## src/logic/clp_regs.svh

```systemverilog
// Timing counts, widths and field positions of the configuration load port
`ifndef CLP_REGS_SVH
`define CLP_REGS_SVH

`define CLP_CLK_PERIOD_NS 100
`define CLP_CLEAR_TIME_NS 2000
`define CLP_CLEAR_CYCLES ((`CLP_CLEAR_TIME_NS + `CLP_CLK_PERIOD_NS - 1) / `CLP_CLK_PERIOD_NS)
`define CLP_BYTE_WIDTH 8
`define CLP_FIFO_DEPTH 4
`define CLP_SERIAL_BIT 0
`define CLP_BIT_LAST 3'h7

`endif

```

## src/logic/clp_pkg.sv

```systemverilog
// Types shared by the configuration load port modules
package clp_pkg;

  typedef enum logic [1:0] {
    CLP_CLEAR = 2'b00,
    CLP_WAIT = 2'b01,
    CLP_LOAD = 2'b10,
    CLP_USER = 2'b11
  } clp_state_e;

  typedef logic [7:0] clp_byte_t;

endpackage

```

## src/logic/clp_stream_if.sv

```systemverilog
// Valid/ready byte stream between the port logic and its buffer
`timescale 1ns/10ps
interface clp_stream_if #(
  parameter int WIDTH = 8,
  parameter int DEPTH = 4
);
  localparam int LW = $clog2(DEPTH + 1);
  logic in_valid;
  logic in_ready;
  logic [WIDTH-1:0] in_data;
  logic out_valid;
  logic out_ready;
  logic [WIDTH-1:0] out_data;
  logic [LW-1:0] level;

  modport buffer (
    input in_valid, in_data, out_ready,
    output in_ready, out_valid, out_data, level
  );
  modport user (
    output in_valid, in_data, out_ready,
    input in_ready, out_valid, out_data, level
  );
endinterface

```

## src/logic/clp_port.sv

```systemverilog
// Configuration load port: parallel and serial intake, pacing, daisy-chain and init status line
`timescale 1ns/10ps
`include "clp_regs.svh"
module clp_port #(
  parameter int WIDTH = `CLP_BYTE_WIDTH,
  parameter int DEPTH = `CLP_FIFO_DEPTH,
  parameter int CLEAR_CYCLES = `CLP_CLEAR_CYCLES
) (
  input wire logic clk_sys,
  input wire logic reset,
  input wire logic mode_parallel,
  input wire logic retain_port,
  input wire logic port_sel_n,
  input wire logic write_n_read,
  input wire logic serial_strobe,
  input wire logic [WIDTH-1:0] cfg_byte_lines_in,
  output logic [WIDTH-1:0] cfg_byte_lines_out,
  output logic cfg_byte_lines_oe,
  output logic pace_dout_out,
  output logic pace_dout_oe,
  input wire logic init_status_in,
  output logic init_status_out,
  output logic init_status_oe,
  input wire logic cfg_error,
  input wire logic cfg_end,
  input wire logic [WIDTH-1:0] readback_byte,
  output logic [WIDTH-1:0] cfg_word,
  output logic cfg_word_valid,
  input wire logic cfg_word_ready,
  output logic cfg_active,
  output logic cfg_failed
);
  localparam int LW = $clog2(DEPTH + 1);
  localparam int CW = $clog2(CLEAR_CYCLES + 1);

  clp_stream_if #(.WIDTH(WIDTH), .DEPTH(DEPTH)) st ();

  clp_fifo #(.WIDTH(WIDTH), .DEPTH(DEPTH)) u_fifo (
    .clk_sys(clk_sys),
    .reset(reset),
    .st(st.buffer)
  );

  clp_pkg::clp_state_e state;
  clp_pkg::clp_state_e next_state;
  logic [CW-1:0] clear_cnt;
  logic [CW-1:0] next_clear_cnt;
  logic [2:0] bit_cnt;
  logic [2:0] next_bit_cnt;
  logic [WIDTH-1:0] shreg;
  logic [WIDTH-1:0] next_shreg;
  logic error;
  logic next_error;
  logic retain;
  logic next_retain;
  logic next_pace_dout_out;
  logic next_pace_dout_oe;
  logic [WIDTH-1:0] next_cfg_byte_lines_out;
  logic next_cfg_byte_lines_oe;
  logic next_init_status_oe;
  logic next_cfg_active;
  logic port_live;
  logic par_wr;
  logic par_rd;
  logic ser_bit;
  logic ser_push;
  logic [LW:0] fill_next;

  // Port access decode and the byte stream into the buffer
  assign port_live = (state == clp_pkg::CLP_LOAD) || (state == clp_pkg::CLP_USER && retain);
  assign par_wr = mode_parallel && port_live && !port_sel_n && !write_n_read;
  assign par_rd = mode_parallel && state == clp_pkg::CLP_USER && retain && !port_sel_n && write_n_read;
  assign ser_bit = !mode_parallel && state == clp_pkg::CLP_LOAD && serial_strobe && !error;
  assign ser_push = ser_bit && (bit_cnt == `CLP_BIT_LAST);
  assign st.in_valid = par_wr || ser_push;
  assign st.in_data = mode_parallel ? cfg_byte_lines_in : {shreg[WIDTH-2:0], cfg_byte_lines_in[`CLP_SERIAL_BIT]};
  assign st.out_ready = cfg_word_ready;
  assign cfg_word = st.out_data;
  assign cfg_word_valid = st.out_valid;
  assign init_status_out = 1'b0;
  assign cfg_failed = error;

  // Buffer fill after this cycle, used to raise pacing before the buffer overflows
  assign fill_next = (LW + 1)'(st.level) + (LW + 1)'(st.in_valid && st.in_ready)
    - (LW + 1)'(st.out_valid && st.out_ready);

  // Sequencer: clear, wait for release, load, then user mode
  always_comb begin
    next_state = state;
    next_clear_cnt = clear_cnt;
    next_retain = retain;
    unique case (state)
      clp_pkg::CLP_CLEAR: begin
        if (clear_cnt == CW'(CLEAR_CYCLES - 1)) begin
          next_state = clp_pkg::CLP_WAIT;
        end else begin
          next_clear_cnt = clear_cnt + CW'(1);
        end
      end
      clp_pkg::CLP_WAIT: begin
        if (init_status_in) begin
          next_state = clp_pkg::CLP_LOAD;
        end
      end
      clp_pkg::CLP_LOAD: begin
        if (cfg_end && !error) begin
          next_state = clp_pkg::CLP_USER;
          next_retain = retain_port;
        end
      end
      clp_pkg::CLP_USER: begin
        next_state = clp_pkg::CLP_USER;
      end
    endcase
  end

  // Serial deserialiser and error capture
  always_comb begin
    next_shreg = shreg;
    next_bit_cnt = bit_cnt;
    next_error = error;
    if (ser_bit) begin
      next_shreg = {shreg[WIDTH-2:0], cfg_byte_lines_in[`CLP_SERIAL_BIT]};
      next_bit_cnt = bit_cnt + 3'h1;
    end
    if (state == clp_pkg::CLP_LOAD && (cfg_error || (ser_push && !st.in_ready))) begin
      next_error = 1'b1;
    end
  end

  // Pin drivers: pacing or serial-out, data readback, init status
  always_comb begin
    next_pace_dout_out = pace_dout_out;
    next_pace_dout_oe = 1'b0;
    next_cfg_byte_lines_out = cfg_byte_lines_out;
    next_cfg_byte_lines_oe = 1'b0;
    next_init_status_oe = 1'b0;
    next_cfg_active = (next_state != clp_pkg::CLP_USER);
    if (mode_parallel) begin
      next_pace_dout_out = (fill_next >= (LW + 1)'(DEPTH));
    end else if (ser_bit) begin
      next_pace_dout_out = cfg_byte_lines_in[`CLP_SERIAL_BIT];
    end
    if (next_state == clp_pkg::CLP_LOAD) begin
      next_pace_dout_oe = 1'b1;
    end else if (next_state == clp_pkg::CLP_USER) begin
      next_pace_dout_oe = next_retain && mode_parallel;
    end
    if (par_rd) begin
      next_cfg_byte_lines_out = readback_byte;
      next_cfg_byte_lines_oe = 1'b1;
    end
    if (next_state == clp_pkg::CLP_CLEAR) begin
      next_init_status_oe = 1'b1;
    end else if (next_state == clp_pkg::CLP_LOAD) begin
      next_init_status_oe = next_error;
    end
  end

  // State registers
  always_ff @(posedge clk_sys or posedge reset) begin
    if (reset) begin
      state <= clp_pkg::CLP_CLEAR;
      clear_cnt <= '0;
      bit_cnt <= 3'h0;
      shreg <= '0;
      error <= 1'b0;
      retain <= 1'b0;
      pace_dout_out <= 1'b0;
      pace_dout_oe <= 1'b0;
      cfg_byte_lines_out <= '0;
      cfg_byte_lines_oe <= 1'b0;
      init_status_oe <= 1'b1;
      cfg_active <= 1'b1;
    end else begin
      state <= next_state;
      clear_cnt <= next_clear_cnt;
      bit_cnt <= next_bit_cnt;
      shreg <= next_shreg;
      error <= next_error;
      retain <= next_retain;
      pace_dout_out <= next_pace_dout_out;
      pace_dout_oe <= next_pace_dout_oe;
      cfg_byte_lines_out <= next_cfg_byte_lines_out;
      cfg_byte_lines_oe <= next_cfg_byte_lines_oe;
      init_status_oe <= next_init_status_oe;
      cfg_active <= next_cfg_active;
    end
  end
endmodule

```

## src/logic/clp_fifo.sv

```systemverilog
// Small synchronous FIFO holding configuration bytes
`timescale 1ns/10ps
module clp_fifo #(
  parameter int WIDTH = 8,
  parameter int DEPTH = 4
) (
  input wire logic clk_sys,
  input wire logic reset,
  clp_stream_if.buffer st
);
  localparam int AW = (DEPTH > 1) ? $clog2(DEPTH) : 1;
  localparam int LW = $clog2(DEPTH + 1);

  logic [WIDTH-1:0] mem [DEPTH];
  logic [AW-1:0] wptr;
  logic [AW-1:0] rptr;
  logic [LW-1:0] count;
  logic [AW-1:0] next_wptr;
  logic [AW-1:0] next_rptr;
  logic [LW-1:0] next_count;
  logic push;
  logic pop;

  // Handshake terms and flags
  assign push = st.in_valid && st.in_ready;
  assign pop = st.out_valid && st.out_ready;
  assign st.in_ready = (count != LW'(DEPTH));
  assign st.out_valid = (count != '0);
  assign st.out_data = mem[rptr];
  assign st.level = count;

  // Pointer and fill arithmetic with wrap at DEPTH
  always_comb begin
    next_wptr = wptr;
    next_rptr = rptr;
    if (push) begin
      next_wptr = (wptr == AW'(DEPTH - 1)) ? '0 : wptr + AW'(1);
    end
    if (pop) begin
      next_rptr = (rptr == AW'(DEPTH - 1)) ? '0 : rptr + AW'(1);
    end
    next_count = count + LW'(push) - LW'(pop);
  end

  // State registers
  always_ff @(posedge clk_sys or posedge reset) begin
    if (reset) begin
      wptr <= '0;
      rptr <= '0;
      count <= '0;
    end else begin
      wptr <= next_wptr;
      rptr <= next_rptr;
      count <= next_count;
    end
  end

  // Storage, written only on an accepted push
  always_ff @(posedge clk_sys) begin
    if (push) begin
      mem[wptr] <= st.in_data;
    end
  end
endmodule

```

## config.mk

```make
export PLATFORM = sky130hd
export DESIGN_NAME = clp_port
export DESIGN_NICKNAME = d
export VERILOG_FILES = /design/src/logic/clp_pkg.sv /design/src/logic/clp_stream_if.sv /design/src/logic/clp_port.sv /design/src/logic/clp_fifo.sv
export VERILOG_INCLUDE_DIRS = /design/src /design/src/logic
export SDC_FILE = /design/constraint.sdc
export NUM_CORES = 1
export LEC_CHECK = 0
export ABC_AREA = 1
export BUFFER_PORTS_ARGS = -buffer_cell sky130_fd_sc_hd__buf_2
export CAP_MARGIN = 20
export CORE_MARGIN = 3
export CORE_UTILIZATION = 35
export DETAILED_ROUTE_END_ITERATION = 12
export GPL_ROUTABILITY_DRIVEN = 1
export PLACE_DENSITY = 0.53
export SLEW_MARGIN = 0
export SYNTH_ARGS = -nofsm -noshare
export SYNTH_HDL_FRONTEND = slang
export SYNTH_SLANG_ARGS = --single-unit
```

## constraint.sdc

```tcl
create_clock -name clk_sys -period 3.1 [get_ports clk_sys]
set_input_delay 0.465 -clock clk_sys [delete_from_list [all_inputs] [get_ports clk_sys]]
set_output_delay 0.465 -clock clk_sys [all_outputs]
set_load 0.05 [all_outputs]
```

Yosys cells after proc, flatten, opt, wreduce, memory -nomap -nowiden
Memory sizes are Yosys's and may differ from the RTL's.
Index checks and enable logic that the tools add are counted.
{ "word_totals": {"reg_bits": 39, "latch_bits": 0, "ram_bits": 32, "mem_bits_ro": 0, "in_bits": 27, "out_inout_bits": 24, "elab_cells": 87, "memories": 1} }
{ "classes": {"n_addsub": 8, "mul": 0, "div_mod_pow": 0, "magnitude_cmp": 1, "eq_ne": 11, "n_shift": 0, "mux": 19, "bitwise": 1, "reduce_logical": 31} }
{ "memory_table": {"columns": ["name", "depth", "width", "rd", "rd_ports_with_merged_regs", "wr", "line", "rtl"], "rows": [
  ["u_fifo.mem", 4, 8, 1, 0, 1, "clp_fifo.sv:14", "logic [WIDTH-1:0] mem [DEPTH];"]
]} }
{ "ops": {"columns": ["cell", "n"], "rows": [
  ["$logic_and 1x1->1", 18],
  ["$eq 2x2->1 const B", 6],
  ["$mux 1", 12],
  ["$mux 2", 5],
  ["$mux 8", 1],
  ["$pmux 2 s4", 1],
  ["$add 5x1->5 const B", 1],
  ["$eq 5x5->1 const B", 1],
  ["$logic_not 1->1", 5],
  ["$add 2x1->2 const B", 2],
  ["$add 3x1->4", 1],
  ["$ge 4x3->1 const B", 1],
  ["$logic_not 2->1", 2],
  ["$sub 4x1->4", 1],
  ["$add 3x1->3", 1],
  ["$add 3x1->3 const B", 1],
  ["$eq 3x3->1 const B", 1],
  ["$logic_or 1x1->1", 3],
  ["$ne 3x3->1 const B", 1],
  ["$reduce_bool 3->1", 1],
  ["$sub 3x1->3", 1],
  ["$eq 2x1->1 const B", 1],
  ["$ne 2x2->1 const B", 1],
  ["$reduce_and 2->1", 1],
  ["other kinds (2)", 2]
]} }

Logic depth before layout (Yosys ltp)
{ "logic_depth": {"ltp_word": 12, "depth_mapped": 15, "ltp_nobuf": 15} }

Hierarchy
Synthesis repeated with hierarchy kept, for this count alone.
{ "hier_totals": {"hier_cells": 344, "area_unflattened_um2": 3403.3} }
{ "by_module_without_submodules": {"columns": ["mod", "instances", "cells_each", "area_per_inst_um2", "seq_area_each_um2"], "rows": [
  ["clp_fifo", 1, 152, 1761.7, 1136.1],
  ["clp_port", 1, 192, 1641.6, 803.3]
]} }

Worst setup path after synthesis
Ideal clock, no wire load.
{ "synth_path": {"path_type": "register to register", "startpoint": "register u_fifo.count[1] (netlist: u_fifo.st.level[1])", "endpoint": "register pace_dout_out", "setup_ns": 0.120, "arrival_ns": 2.561, "required_ns": 2.980, "path_slack_ns": 0.419, "path_stages_with_launch": 14, "path_buffers": 0, "synth_period_minus_slack_ns": 2.681, "path_cell_list": "dfrtp_1 -> inv_1 -> nand3_1 -> and2_0 -> ha_1 -> inv_1 -> ha_1 -> inv_1 -> fa_1 -> xnor2_1 -> nor2_1 -> nand2_1 -> o21ai_0 -> inv_1"} }
{ "synth_via": {"word_cells_on_any_way": 8, "classes_between": "add/sub (2); order compare (1); eq/ne (1); mux (1); reduce/logical (3)"} }
{ "synth_lines": {"columns": ["item", "line", "rtl"], "rows": [
  ["start: declaration", "clp_fifo.sv:17", "logic [LW-1:0] count;"],
  ["start signal: assignment", "clp_fifo.sv:54", "count <= next_count;"],
  ["$reduce_bool 3->1", "clp_fifo.sv:28", "assign st.out_valid = (count != '0);"],
  ["net cfg_word_valid", "clp_port.sv:28", "output logic cfg_word_valid,"],
  ["$logic_and 1x1->1", null, null],
  ["net u_fifo.pop", "clp_fifo.sv:22", "logic pop;"],
  ["$sub 4x1->4", "clp_port.sv:85", "- (LW + 1)'(st.out_valid && st.out_ready);"],
  ["net fill_next[2]", "clp_port.sv:67", "logic [LW:0] fill_next;"],
  ["$ge 4x3->1", "clp_port.sv:140", "next_pace_dout_out = (fill_next >= (LW + 1)'(DEPTH));"],
  ["$mux 1", "clp_port.sv:139", "if (mode_parallel) begin"],
  ["end signal: assignment", "clp_port.sv:182", "pace_dout_out <= next_pace_dout_out;"],
  ["end: declaration", "clp_port.sv:19", "output logic pace_dout_out,"]
]} }
The timed path passes the listed nets, and every way through them passes these cells.
A chain may end at the register's enable or synchronous reset.

Final worst setup path
{ "layout_path": {"startpoint": "register u_fifo.rptr[0]", "endpoint": "output cfg_word[2]"} }
{ "layout_via": {"elab_chain_len": 1} }
{ "layout_lines": {"columns": ["item", "line", "rtl"], "rows": [
  ["start: declaration", "clp_fifo.sv:16", "logic [AW-1:0] rptr;"],
  ["start signal: assignment", "clp_fifo.sv:53", "rptr <= next_rptr;"],
  ["$mem_v2 4x8", null, null],
  ["end: declaration", "clp_port.sv:27", "output logic [WIDTH-1:0] cfg_word,"]
]} }
No other way between the ends.

==> reports/metrics.yaml <==
synth:
  synth-edff-count: 32
  synth_fp_nets: 339
  synth_top_cells_by_count: "69 x sky130_fd_sc_hd__nand2_1, 37 x sky130_fd_sc_hd__dfrtp_1, 33 x sky130_fd_sc_hd__o21ai_0, 32 x sky130_fd_sc_hd__edfxtp_1, 31 x sky130_fd_sc_hd__inv_1"
  yosys_warnings: 0
  synth_top_cells_by_area: "sky130_fd_sc_hd__edfxtp_1 31%, sky130_fd_sc_hd__dfrtp_1 30%, sky130_fd_sc_hd__nand2_1 8.3%, sky130_fd_sc_hd__o21ai_0 5.3%, sky130_fd_sc_hd__ha_1 4.8%"
  synth.avg_cell_area_um2: 10.4
  ys_seq_elements: 71
  synth_area_um2: 3120
  synth_cell_type_count: 33
  netlist.top_cell.by_area: "sky130_fd_sc_hd__edfxtp_1"
  async_flop_share: 0.549
  yosys.cell_count.top_type: "sky130_fd_sc_hd__nand2_1"
  synthFlopType: "sky130_fd_sc_hd__dfrtp_1"
  synth.top_cell.area_share: 0.308
  synthCells: 299
  seq_area_frac_synth: 0.622
power_and_ir_drop:
  switching_power_mw: 1.47
  comb_power_share: 0.390
  power.ir.vdd_worst_uv: 396
  p_per_area_nw_per_um2: 919
  power.internal_mw: 1.97
  sw_frac_of_total: 0.427
  seqPwrFrac: 0.370
  power.share.clock: 0.241
  total_leakage_power_nw: 1.73
setup_path:
  buf_inv_stages_crit_path: 3
  critical_path.reg2reg.startpoint: "u_fifo.st.level[1]"
  worst_ep_required_time_ns: 2.63
  crit_path_max_incr_delay_ns: 0.39
  rrSetupSlack_ns: 0.79
  path_class: "reg2out"
  regToRegEndpoint: "pace_dout_out"
  cp_top_family: "buffers and inverters"
  timing.critical_path.cells: "buf_4, inv_1, o21ai_0, o22ai_1, buf_2"
  crit_arrival_ns: 1.90
  cp-start-kind: "register"
  ff2ff_path_depth: 13
  critical_path.slowest_cell: "sky130_fd_sc_hd__inv_1"
  crit_fanout: 19
  cp-end-kind: "output port"
global_routing:
  grt_use_total: 0.129
  globalRoute.totalOverflow: 0
  antenna_found_initial: 0
  grt_start_max_net_pins: 20
  via_count_of_the_first_global_routing_pass: 2092
  grt_pass1_wl_um: 10100
sta:
  fin_tns_setup_ns: 0
  slew_headroom: 0.578
  final_min_period_over_clock_period: 0.762
  final.setup.worst_slack_ns: 0.738
  finalSetupViolations: 0
  drv_slew: 0
  grt_setup_unrepaired: "no"
  clock_skew_ns: 0.00844
  post-route-min-period_ns: 2.36
  worstMarginPinSlew_ns: 0.632
  highest_attainable_clock_frequency_mhz: 423
  final-hold-violation-count: 0
status:
  status: "completed"
drt:
  vias: 2148
  antenna_left: 0
  routed_wire_length_per_instance_um: 12.7
  detail_route.wirelength_um: 6000
  drc: 0
  routed_via_density: 4.56
  drtIter0Drc: 79
  detailedRoute.firstPassIterationCount: 6
finish:
  utilization: 0.445
  final_design_area_no_fill_um2: 3750
  area_used_by_multi_input_combinational_logic_um2: 1010
  filler_cell_count: 820
  diodes: 0
  flow.area_growth_from_synthesis_pct: 20.4
  seq_area_um2: 1940
  drive_gt1_frac: 0.249
  final_layout_net_count: 401
floorplanning:
  die_area_um2: 10100
  pin_count: 51
  die_x_um: 100
  coreArea_um2: 8420
  core.rowCount: 33
  start_util: 0.370
  die-height_um: 100
clock_tree:
  cts_setup_buffers: 0
  insertion_delay_ns: 0.34
  cts_root_buffer: "sky130_fd_sc_hd__clkbuf_8"
  resized_gates_after_cts: 0
  cts_num_sinks: 71
  max-clock-path-buffers: 2
  cts_hold_buffers: 0
  tritoncts: "done"
  cts-buffers-inserted: 9
  path_clk_slew_ns: 0.08
  htreeDepth: 3
placement:
  routability_congestion: 0.794
  detailed_place_hpwl_um: 4280
  io_buffer_count: 49
  dp_worst_setup_slack_ns: 0.576
  placed_area_um2: 3520
job:
  max_cap_viol_count: 0
hold_path:
  hold_class: "in2async"
[how the worst max path moves through the flow]
| stage | from | endpoint | cells after the start |
|---|---|---|---|
| 2_1_floorplan | u_fifo.st.level[1] | pace_dout_out | 13 |
| 3_3_place_gp | mode_parallel | pace_dout_out | 15 |
| 3_5_place_dp | mode_parallel | pace_dout_out | 15 |
| 4_1_cts | u_fifo.rptr[0] | cfg_word[2] | 5 |
| 5_1_grt | u_fifo.st.level[1] | pace_dout_out | 13 |
| 6_report | u_fifo.rptr[0] | cfg_word[2] | 5 |
[through the flow]
| step | instances | power (mW) | hold WS, ns |
|---|---|---|---|
| after detailed placement | 455 | 2.66 | 0.453 |
| after global placement | 455 | 2.65 | 0.455 |
| after CTS | 471 | 3.50 | 0.195 |
| final | 471 | 3.44 | 0.191 |
| after global routing | 471 | 3.69 | 0.224 |
| after floorplan | 299 | 2.33 | 0.446 |
[registers in the layout, indices dropped and copies added (netlist names), 3 cells and up]
| register | count |
|---|---|
| clear_cnt | 5 |
| u_fifo.mem | 32 |
| u_fifo.st.level | 3 |
| bit_cnt | 3 |
| shreg | 7 |
| cfg_byte_lines_out | 8 |
[cells by family (layout without fill, tap and decap cells)]
logic type	after synthesis	in the layout	synth area share
compound gates	49	49	0.0851
buf+inv	41	108	0.0522
fa+ha+maj	13	13	0.0546
xor+xnor	6	6	0.0169
other cells	1	1	0.00120
mux	3	3	0.0108
simple gates	115	115	0.157
flops	71	71	0.622
[cells in the final DEF (no fill, tap or decap), types with 2 or more instances in the layout]
master                       n
sky130_fd_sc_hd__bufinv_16   2
sky130_fd_sc_hd__nor2_1     28
sky130_fd_sc_hd__inv_6       2
sky130_fd_sc_hd__dfrtp_1    37
sky130_fd_sc_hd__inv_1      31
sky130_fd_sc_hd__inv_2       3
sky130_fd_sc_hd__nand2_1    69
sky130_fd_sc_hd__nor2_4      2
sky130_fd_sc_hd__a21oi_1     4
sky130_fd_sc_hd__dfstp_2     2
sky130_fd_sc_hd__buf_2      49
sky130_fd_sc_hd__clkinv_4    3
sky130_fd_sc_hd__nand3_2     2
sky130_fd_sc_hd__clkbuf_8    9
sky130_fd_sc_hd__edfxtp_1   32
sky130_fd_sc_hd__nand3_1     8
sky130_fd_sc_hd__o22ai_1     8
sky130_fd_sc_hd__mux2_2      3
sky130_fd_sc_hd__ha_1       12
sky130_fd_sc_hd__buf_4       8
sky130_fd_sc_hd__o21ai_0    33
sky130_fd_sc_hd__xnor2_1     5
[per-layer routing]
layer  part of all wire  wire length [um]  GRT usage
met2               0.46              2750      0.196
met4             0.0088                53     0.0497
met1               0.47              2850      0.177
met3              0.059               353     0.0341
met5                  0                 0          0
[power groups by stage]
stage | sequential, mW | combinational [mW] | clock (mW)
after floorplan | 1.52 | 0.801 | 0
after global placement | 1.29 | 1.36 | 0
after detailed placement | 1.29 | 1.37 | 0
after CTS | 1.28 | 1.37 | 0.860
after global routing | 1.30 | 1.49 | 0.902
final | 1.27 | 1.34 | 0.829
[cell type report]
class,instances,area share
Tap cell,105,0.0350
Multi-Input combinational cell,187,0.270
Inverter,35,0.0354
Clock buffer,9,0.0330
Timing Repair Buffer,57,0.0814
Clock inverter,7,0.0277
Sequential cell,71,0.517
(Power assumes the default switching activity.)
